===== config.mk =====
export PLATFORM = sky130hd
export DESIGN_NAME = rwk_wake_ctrl
export DESIGN_NICKNAME = d
export VERILOG_FILES = /design/src/rwk_pkg.sv /design/src/rwk_wake_ctrl.sv
export SDC_FILE = /design/constraint.sdc
export NUM_CORES = 2
export LEC_CHECK = 0
export BUFFER_PORTS_ARGS = -buffer_cell sky130_fd_sc_hd__buf_2
export CAP_MARGIN = 20
export CORE_MARGIN = 4
export CORE_UTILIZATION = 25
export DETAILED_ROUTE_END_ITERATION = 7
export HOLD_SLACK_MARGIN = 0.15
export PLACE_DENSITY = 0.37
export SETUP_SLACK_MARGIN = 0.02
export SLEW_MARGIN = 20
export SYNTH_ARGS = -nofsm -noshare
export SYNTH_HDL_FRONTEND = slang
export SYNTH_SLANG_ARGS = --single-unit

===== constraint.sdc =====
create_clock -name clk_in -period 7.3 [get_ports clk_in]
set_input_delay 2.19 -clock clk_in [delete_from_list [all_inputs] [get_ports clk_in]]
set_output_delay 2.19 -clock clk_in [all_outputs]
set_load 0.03 [all_outputs]

===== src/rwk_pkg.sv =====
// package: register map, field positions and event carrier for the wake control block
package rwk_pkg;
  // ----------------------------------------------------------------
  // register map
  // ----------------------------------------------------------------
  localparam int unsigned RWK_ADDR_W = 12;
  localparam logic [11:0] RWK_PATTERN_PORT_OFS = 12'h128;
  localparam logic [11:0] RWK_CONTROL_STATUS_OFS = 12'h12C;
  localparam logic [11:0] RWK_OPTIONS_OFS = 12'h1F0;
  // ----------------------------------------------------------------
  // control/status field positions
  // ----------------------------------------------------------------
  localparam int unsigned RWK_REWIND_BIT = 31;
  localparam int unsigned RWK_UNICAST_EN_BIT = 9;
  localparam int unsigned RWK_FLAG_LO = 4;
  localparam int unsigned RWK_FLAG_HI = 7;
  localparam int unsigned RWK_EN_LO = 0;
  localparam int unsigned RWK_EN_HI = 3;
  localparam int unsigned RWK_RES_CLR_BIT = 0;
  // ----------------------------------------------------------------
  // sizes and reset values
  // ----------------------------------------------------------------
  localparam int unsigned RWK_STORE_WORDS = 40;
  localparam int unsigned RWK_FILTERS = 8;
  localparam logic [31:0] RWK_STORE_RST = 32'h0000_0000;
  localparam logic [3:0] RWK_FLAGS_RST = 4'h0;
  localparam logic [3:0] RWK_EN_RST = 4'h0;
  localparam logic [31:0] RWK_UNMAPPED_RD = 32'h0000_0000;
  // ----------------------------------------------------------------
  // received-frame events from the receive filters, one-cycle pulses
  // ----------------------------------------------------------------
  typedef struct packed {
    logic frame_valid;    // a valid frame finished
    logic da_lsb;         // destination address bit 0 of that frame
    logic station_match;  // destination equals station address
    logic pattern_match;  // frame matched the pattern store
    logic magic;          // magic wake packet seen
    logic broadcast;      // broadcast frame seen
  } rwk_rx_evt_t;
endpackage


===== src/rwk_wake_ctrl.sv =====
// wake control: pattern store port, wake control/status register, wake request
//
// What this block does
// - first write after reset lands in entry 0
// - write pointer wraps to entry 0 after 40
// - reads return entries in order, pointer advancing
// - writing bit 31 rewinds both pointers, self-clearing
// - bit 9 wakes on global unicast frame
// - unicast wake also needs pattern wake enable
// - station address match sets status bit 7
// - pattern store match sets status bit 6
// - magic wake packet sets status bit 5
// - broadcast frame sets status bit 4
// - status bits clear on write-one or resume option
// - bit 3 enables wake on station match
// - bit 2 enables wake on pattern match
// - bit 1 enables wake on magic wake frame
// - bit 0 enables wake on broadcast
//
// Strobed register access was chosen for this implementation.
`timescale 1ns/1ps
`default_nettype none
module rwk_wake_ctrl
#(
  parameter int unsigned STORE_WORDS = rwk_pkg::RWK_STORE_WORDS
)
(
  input wire logic clk_in,
  input wire logic arst_n_in,
  input wire logic [rwk_pkg::RWK_ADDR_W-1:0] reg_addr_in,
  input wire logic [31:0] reg_wdata_in,
  input wire logic reg_wr_in,
  input wire logic reg_rd_in,
  output logic [31:0] reg_rdata_out,
  input wire rwk_pkg::rwk_rx_evt_t rx_evt_in,
  input wire logic resume_done_in,
  input wire logic [5:0] match_idx_in,
  output logic [31:0] match_data_out,
  output logic wake_req_out
);
  import rwk_pkg::*;

  // ----------------------------------------------------------------
  // elaboration checks
  // ----------------------------------------------------------------
  generate
    if (STORE_WORDS < 1 || STORE_WORDS > 64)
    begin : g_bad_depth
      $error("STORE_WORDS must be 1 to 64");
    end
  endgenerate

  localparam logic [5:0] LAST_IDX = 6'(STORE_WORDS - 1);

  // ----------------------------------------------------------------
  // state
  // ----------------------------------------------------------------
  logic [31:0] store_ff [STORE_WORDS];
  logic [5:0] wr_ptr_ff;
  logic [5:0] rd_ptr_ff;
  logic [31:0] rdata_ff;
  logic [31:0] match_data_ff;
  logic [3:0] flags_ff;       // station, pattern, magic, broadcast
  logic [3:0] enables_ff;     // same order as flags_ff
  logic global_unicast_wake_enable_ff;
  logic unicast_wake_ff;
  logic resume_clears_wake_flags_ff;
  logic wake_req_ff;

  logic port_wr;
  logic port_rd;
  logic csr_wr;
  logic opt_wr;
  logic rewind;
  logic uni_evt;
  logic [3:0] evt_vec;
  logic [3:0] nxt_flags;
  logic nxt_unicast;
  logic [5:0] nxt_wr_ptr;
  logic [5:0] nxt_rd_ptr;

  // ----------------------------------------------------------------
  // address decode
  // ----------------------------------------------------------------
  assign port_wr = reg_wr_in && (reg_addr_in == RWK_PATTERN_PORT_OFS);
  assign port_rd = reg_rd_in && (reg_addr_in == RWK_PATTERN_PORT_OFS);
  assign csr_wr = reg_wr_in && (reg_addr_in == RWK_CONTROL_STATUS_OFS);
  assign opt_wr = reg_wr_in && (reg_addr_in == RWK_OPTIONS_OFS);
  assign rewind = csr_wr && reg_wdata_in[RWK_REWIND_BIT];

  // ----------------------------------------------------------------
  // pointer stepping with wrap
  // ----------------------------------------------------------------
  assign nxt_wr_ptr = (wr_ptr_ff == LAST_IDX) ? 6'h00 : wr_ptr_ff + 6'h01;
  assign nxt_rd_ptr = (rd_ptr_ff == LAST_IDX) ? 6'h00 : rd_ptr_ff + 6'h01;

  // write pointer: advance per port write, rewind on request
  always_ff @(posedge clk_in or negedge arst_n_in)
  begin
    if (!arst_n_in)
      wr_ptr_ff <= 6'h00;
    else if (rewind)
      wr_ptr_ff <= 6'h00;
    else if (port_wr)
      wr_ptr_ff <= nxt_wr_ptr;
  end

  // read pointer: advance per port read, rewind on request
  always_ff @(posedge clk_in or negedge arst_n_in)
  begin
    if (!arst_n_in)
      rd_ptr_ff <= 6'h00;
    else if (rewind)
      rd_ptr_ff <= 6'h00;
    else if (port_rd)
      rd_ptr_ff <= nxt_rd_ptr;
  end

  // ----------------------------------------------------------------
  // pattern store
  // ----------------------------------------------------------------
  generate
    for (genvar i = 0; i < STORE_WORDS; i++)
    begin : g_store
      // one entry, loaded when the write pointer names it
      always_ff @(posedge clk_in or negedge arst_n_in)
      begin
        if (!arst_n_in)
          store_ff[i] <= RWK_STORE_RST;
        else if (port_wr && (wr_ptr_ff == 6'(i)))
          store_ff[i] <= reg_wdata_in;
      end
    end
  endgenerate

  // matcher-side read of the store, one cycle latency
  always_ff @(posedge clk_in or negedge arst_n_in)
  begin
    if (!arst_n_in)
      match_data_ff <= RWK_STORE_RST;
    else if (32'(match_idx_in) < STORE_WORDS)
      match_data_ff <= store_ff[match_idx_in];
    else
      match_data_ff <= RWK_STORE_RST;
  end

  // ----------------------------------------------------------------
  // control and option bits
  // ----------------------------------------------------------------
  always_ff @(posedge clk_in or negedge arst_n_in)
  begin
    if (!arst_n_in)
    begin
      enables_ff <= RWK_EN_RST;
      global_unicast_wake_enable_ff <= 1'b0;
    end
    else if (csr_wr)
    begin
      enables_ff <= reg_wdata_in[RWK_EN_HI:RWK_EN_LO];
      global_unicast_wake_enable_ff <= reg_wdata_in[RWK_UNICAST_EN_BIT];
    end
  end

  // resume-clears option
  always_ff @(posedge clk_in or negedge arst_n_in)
  begin
    if (!arst_n_in)
      resume_clears_wake_flags_ff <= 1'b0;
    else if (opt_wr)
      resume_clears_wake_flags_ff <= reg_wdata_in[RWK_RES_CLR_BIT];
  end

  // ----------------------------------------------------------------
  // received-event flags: set wins over clear
  // ----------------------------------------------------------------
  assign evt_vec = {rx_evt_in.station_match, rx_evt_in.pattern_match,
                    rx_evt_in.magic, rx_evt_in.broadcast} & {4{rx_evt_in.frame_valid}};
  assign uni_evt = rx_evt_in.frame_valid && !rx_evt_in.da_lsb
                   && global_unicast_wake_enable_ff && enables_ff[2];

  always_comb
  begin
    nxt_flags = flags_ff;
    if (resume_done_in && resume_clears_wake_flags_ff)
      nxt_flags = RWK_FLAGS_RST;
    if (csr_wr)
      nxt_flags = nxt_flags & ~reg_wdata_in[RWK_FLAG_HI:RWK_FLAG_LO];
    nxt_flags = nxt_flags | evt_vec;
  end

  // unicast wake has no status bit; it clears on write-one to bit 6 or on any resume, option or not
  always_comb
  begin
    nxt_unicast = unicast_wake_ff;
    if (resume_done_in || (csr_wr && reg_wdata_in[RWK_FLAG_HI-1]))
      nxt_unicast = 1'b0;
    nxt_unicast = nxt_unicast | uni_evt;
  end

  // flag registers
  always_ff @(posedge clk_in or negedge arst_n_in)
  begin
    if (!arst_n_in)
    begin
      flags_ff <= RWK_FLAGS_RST;
      unicast_wake_ff <= 1'b0;
    end
    else
    begin
      flags_ff <= nxt_flags;
      unicast_wake_ff <= nxt_unicast;
    end
  end

  // ----------------------------------------------------------------
  // wake request
  // ----------------------------------------------------------------
  always_ff @(posedge clk_in or negedge arst_n_in)
  begin
    if (!arst_n_in)
      wake_req_ff <= 1'b0;
    else
      wake_req_ff <= (|(flags_ff & enables_ff)) || unicast_wake_ff;
  end

  // ----------------------------------------------------------------
  // read data, valid the cycle after the read strobe
  // ----------------------------------------------------------------
  always_ff @(posedge clk_in or negedge arst_n_in)
  begin
    if (!arst_n_in)
      rdata_ff <= RWK_UNMAPPED_RD;
    else if (port_rd)
      rdata_ff <= store_ff[rd_ptr_ff];
    else if (reg_rd_in && reg_addr_in == RWK_CONTROL_STATUS_OFS)
      rdata_ff <= {22'h0, global_unicast_wake_enable_ff, 1'b0, flags_ff, enables_ff};
    else if (reg_rd_in && reg_addr_in == RWK_OPTIONS_OFS)
      rdata_ff <= {31'h0, resume_clears_wake_flags_ff};
    else
      rdata_ff <= RWK_UNMAPPED_RD;
  end

  assign reg_rdata_out = rdata_ff;
  assign match_data_out = match_data_ff;
  assign wake_req_out = wake_req_ff;

  // ----------------------------------------------------------------
  // assertions
  // ----------------------------------------------------------------
  property p_store_write;
    @(posedge clk_in) disable iff (!arst_n_in)
    port_wr |=> store_ff[$past(wr_ptr_ff)] == $past(reg_wdata_in);
  endproperty
  a_store_write: assert property (p_store_write) else $error("store write lost");

  property p_wr_wrap;
    @(posedge clk_in) disable iff (!arst_n_in)
    (port_wr && wr_ptr_ff == LAST_IDX) |=> wr_ptr_ff == 6'h00;
  endproperty
  a_wr_wrap: assert property (p_wr_wrap) else $error("write pointer did not wrap");

  property p_port_read;
    @(posedge clk_in) disable iff (!arst_n_in)
    port_rd |=> (reg_rdata_out == store_ff[$past(rd_ptr_ff)])
      && (rd_ptr_ff == $past(nxt_rd_ptr));
  endproperty
  a_port_read: assert property (p_port_read) else $error("port read wrong");

  property p_rewind;
    @(posedge clk_in) disable iff (!arst_n_in)
    rewind |=> (wr_ptr_ff == 6'h00) && (rd_ptr_ff == 6'h00);
  endproperty
  a_rewind: assert property (p_rewind) else $error("pointers not rewound");

  property p_unicast_wake;
    @(posedge clk_in) disable iff (!arst_n_in)
    uni_evt |-> ##2 wake_req_out;
  endproperty
  a_unicast_wake: assert property (p_unicast_wake) else $error("unicast wake missed");

  property p_unicast_needs_pattern_en;
    @(posedge clk_in) disable iff (!arst_n_in)
    (!unicast_wake_ff && !enables_ff[2]) |=> !unicast_wake_ff;
  endproperty
  a_unicast_needs_pattern_en: assert property (p_unicast_needs_pattern_en)
    else $error("unicast wake without pattern enable");

  property p_station_flag;
    @(posedge clk_in) disable iff (!arst_n_in)
    (rx_evt_in.frame_valid && rx_evt_in.station_match) |=> flags_ff[3];
  endproperty
  a_station_flag: assert property (p_station_flag) else $error("station flag not set");

  property p_pattern_flag;
    @(posedge clk_in) disable iff (!arst_n_in)
    (rx_evt_in.frame_valid && rx_evt_in.pattern_match) |=> flags_ff[2];
  endproperty
  a_pattern_flag: assert property (p_pattern_flag) else $error("pattern flag not set");

  property p_magic_flag;
    @(posedge clk_in) disable iff (!arst_n_in)
    (rx_evt_in.frame_valid && rx_evt_in.magic) |=> flags_ff[1];
  endproperty
  a_magic_flag: assert property (p_magic_flag) else $error("magic flag not set");

  property p_bcast_flag;
    @(posedge clk_in) disable iff (!arst_n_in)
    (rx_evt_in.frame_valid && rx_evt_in.broadcast) |=> flags_ff[0];
  endproperty
  a_bcast_flag: assert property (p_bcast_flag) else $error("broadcast flag not set");

  property p_resume_clear;
    @(posedge clk_in) disable iff (!arst_n_in)
    (resume_done_in && resume_clears_wake_flags_ff && !rx_evt_in.frame_valid)
      |=> flags_ff == RWK_FLAGS_RST;
  endproperty
  a_resume_clear: assert property (p_resume_clear) else $error("resume did not clear");

  property p_station_wake;
    @(posedge clk_in) disable iff (!arst_n_in)
    (flags_ff[3] && enables_ff[3]) |=> wake_req_out;
  endproperty
  a_station_wake: assert property (p_station_wake) else $error("station wake missed");

  property p_pattern_wake;
    @(posedge clk_in) disable iff (!arst_n_in)
    (flags_ff[2] && enables_ff[2]) |=> wake_req_out;
  endproperty
  a_pattern_wake: assert property (p_pattern_wake) else $error("pattern wake missed");

  property p_magic_wake;
    @(posedge clk_in) disable iff (!arst_n_in)
    (flags_ff[1] && enables_ff[1]) |=> wake_req_out;
  endproperty
  a_magic_wake: assert property (p_magic_wake) else $error("magic wake missed");

  property p_bcast_wake;
    @(posedge clk_in) disable iff (!arst_n_in)
    (flags_ff[0] && enables_ff[0]) |=> wake_req_out;
  endproperty
  a_bcast_wake: assert property (p_bcast_wake) else $error("broadcast wake missed");

  property p_no_cause_no_wake;
    @(posedge clk_in) disable iff (!arst_n_in)
    (!(|(flags_ff & enables_ff)) && !unicast_wake_ff) |=> !wake_req_out;
  endproperty
  a_no_cause_no_wake: assert property (p_no_cause_no_wake) else $error("spurious wake");
endmodule
`default_nettype wire


==> flow_metrics.env <==
export IMPL_outcome="finished clean"
export IMPL_ys_seq_elements=1368
export IMPL_synth_ff_type="dfrtp_1"
export IMPL_maxCapViolations=0
export IMPL_place_congestion=0.737
export IMPL_grt_first_pass_wirelength_um=393000
export IMPL_power_mw=17.0
export IMPL_required_ps=8010
export IMPL_p_int_mw=12.9
export IMPL_fin_crit_ps=4930
export IMPL_cp_endpoint="store_ff[1260]"
export IMPL_crit_type="input port to flop"
export IMPL_slew_headroom=0.233
export IMPL_numCtsBuffers=177
export IMPL_tightest_slew_ps=1150
export IMPL_seqPwrFrac=0.448
export IMPL_setup_viol=0
export IMPL_yosysMostFrequentCell="dfrtp_1"
export IMPL_initial_core_util=0.251
export IMPL_insertion_delay_ps=860
export IMPL_grt_pass1_vias=47311
export IMPL_synth_seq_area_share=0.479
export IMPL_hold_ws_ps=503
export IMPL_crit_fanout=22
export IMPL_hold_viol_final=0
export IMPL_core_area_um2=285000
export IMPL_arrival_ps=5640
export IMPL_finClkSkew_ps=56.4
export IMPL_track_usage=0.187
export IMPL_r2r_start="rd_ptr_ff[2]"
export IMPL_cts_root_buf="clkbuf_16"
export IMPL_synth_top_area_frac=0.479
export IMPL_hp_class="flop to flop"
export IMPL_syn_cell_area_um2=71500
export IMPL_port_buffers=125
export IMPL_sw_frac_of_total=0.242
export IMPL_drtPass1Iterations=5
export IMPL_p_per_area_nw_per_um2=206
export IMPL_ys_types=62
export IMPL_fin_ws_ps=2370
export IMPL_finalCritPeriodShare=0.675
export IMPL_cp_depth=7
export IMPL_drt_iter0_drc=2754
export IMPL_dieArea_um2=295000
export IMPL_viasPerCell=5.17
export IMPL_hold_buffers=0
export IMPL_clkPwrFrac=0.509
export IMPL_antenna_found_initial=19
export IMPL_post_cts_buffers=0
export IMPL_end_kind="flop"
export IMPL_r2r_cells=6
export IMPL_drc=0
export IMPL_grt_remaining_overflow=0
export IMPL_peakVddDrop_uv=147
export IMPL_drt_total_wl_um=278000
export IMPL_cp_start_kind="input port"
export IMPL_yosysTopAreaCell="dfrtp_1"
export IMPL_nNetsFinal=4774
export IMPL_placed_cells=8291
export IMPL_ys_top_cells_by_count="1368 x dfrtp_1, 1284 x mux2_2, 556 x mux4_2"
export IMPL_place_area_um2=76600
export IMPL_synth_area_leaders="dfrtp_1 48%, mux2_2 20%, mux4_2 18%"
export IMPL_io_pins=126
export IMPL_fmax_ghz=0.203
export IMPL_rows=196
export IMPL_slew_violations=0
export IMPL_dieHeight_um=543
export IMPL_rr_endpoint="reg_rdata_out[2]"
export IMPL_grt_max_degree=139
export IMPL_postCtsResizedCells=0
export IMPL_syn_area_per_cell_um2=15.0
export IMPL_pre_cts_ws_ps=1470
export IMPL_rsz0062_at_grt="false"
export IMPL_syn_inst=4759
export IMPL_final_cell_area_um2=82200
export IMPL_syn_to_final_growth_pct=15.0
export IMPL_cts_buffer_depth=4
export IMPL_syn_nets=4825
export IMPL_cpPeakStageDelay_ps=670
export IMPL_crit_start="reg_addr_in[11]"
export IMPL_reg2reg_slack_ps=3370
export IMPL_synth_edf_count=0
export IMPL_critical_path_buf_inv_count=2
export IMPL_cts_htree_levels=4
export IMPL_path_clk_slew_ps=50
export IMPL_cp_top_family="simple AND/OR/NAND/NOR gates"
export IMPL_p_comb_frac=0.043
export IMPL_slowest_stage="nand3_4"
export IMPL_dpl_hpwl_um=163000
export IMPL_power_leakage_nw=36.0
export IMPL_drive_gt1_frac=0.501
export IMPL_vias=44463
export IMPL_die_w_um=543
export IMPL_tns_ps=0
export IMPL_cts_sinks=1368
export IMPL_synth_async_sr_flop_share=1.00
export IMPL_tritoncts="yes"
export IMPL_wl_per_cell_um=32.3
export IMPL_fin_util=0.288
export IMPL_ys_warn_count=0
export IMPL_p_switching_mw=4.10
export IMPL_stdcell_count=8596
export IMPL_crit_chain="buf_2 > or4_4 > nor4b_4 > and4bb_2 > nand3_4 > buf_4 > mux2_2"
export IMPL_ant_nets=0
tightest hold or removal path, delay by kind of cell, from the launching register on:
| kind | cells | cell delay, ps |
|---|---|---|
| AOI/OAI and AO/OA | 1 | 50 |
| and+or+nand+nor | 1 | 70 |
| DFF | 1 | 350 |
logic make-up (layout without fill, tap and decap cells):
kind of cell | count (synthesis) | in the layout | synth area share
mux | 2187 | 2187 | 0.426
flops | 1368 | 1368 | 0.479
other cells | 0 | 4 | 0
xor+xnor | 6 | 6 | 0.000735
compound gates | 373 | 373 | 0.0395
simple gates | 293 | 293 | 0.0224
buf+inv | 527 | 598 | 0.0312
fa+ha+maj | 5 | 5 | 0.000875
layer usage:
layer	track usage	share of wire	vias to the layer above
li1	-	-	18332
met1	0.257	0.45	24948
met2	0.315	0.49	854
met3	0.0194	0.031	323
met4	0.0458	0.024	6
met5	0	0.00015	-
power groups by stage:
stage	sequential (mW)	combinational, mW	clock, mW
CTS	7.59	0.759	8.94
global route	7.59	0.793	9.21
floorplan	7.74	0.302	0
detailed placement	7.73	0.758	0
finish	7.60	0.729	8.64
global placement	7.73	0.762	0
state kept, by name, summed over array words and instances (netlist names), 4 cells and up:
register and count:
store_ff 1280, match_data_out 32, rd_ptr_ff 6, enables_ff 4
flags_ff 4, wr_ptr_ff 6, reg_rdata_out 32
final cells by class:
type | count | area, µm²
Clock inverter | 28 | 307
Tap cell | 3762 | 4710
Antenna cell | 4 | 10.0
Multi-Input combinational cell | 2864 | 35300
Clock buffer | 273 | 5280
Timing Repair Buffer | 280 | 2290
Inverter | 17 | 63.8
Fill cell | 28617 | 203000
Sequential cell | 1368 | 34200
cell usage in the layout, fill, tap and decap left out, types with 40 or more instances in the layout:
| master | count |
|---|---|
| nor2_1 | 64 |
| nand2_1 | 65 |
| o22ai_1 | 53 |
| mux4_2 | 556 |
| mux2_2 | 1284 |
| buf_4 | 120 |
| buf_2 | 120 |
| clkbuf_16 | 181 |
| o221ai_1 | 64 |
| mux2i_1 | 329 |
| clkbuf_8 | 40 |
| o21ai_0 | 42 |
| a211oi_1 | 94 |
| dfrtp_1 | 1364 |
| clkbuf_1 | 52 |
worst min-delay path by stage:
stage | startpoint | to | cells past startpoint | slack, ps
CTS | unicast_wake_ff | wake_req_out | 2 | 500
global placement | unicast_wake_ff | wake_req_out | 2 | 480
finish | unicast_wake_ff | wake_req_out | 2 | 500
floorplan | unicast_wake_ff | wake_req_out | 2 | 440
global route | store_ff[160] | store_ff[160] | 1 | 530
detailed placement | unicast_wake_ff | wake_req_out | 2 | 480
No activity file was read; power rests on OpenSTA's default activity.
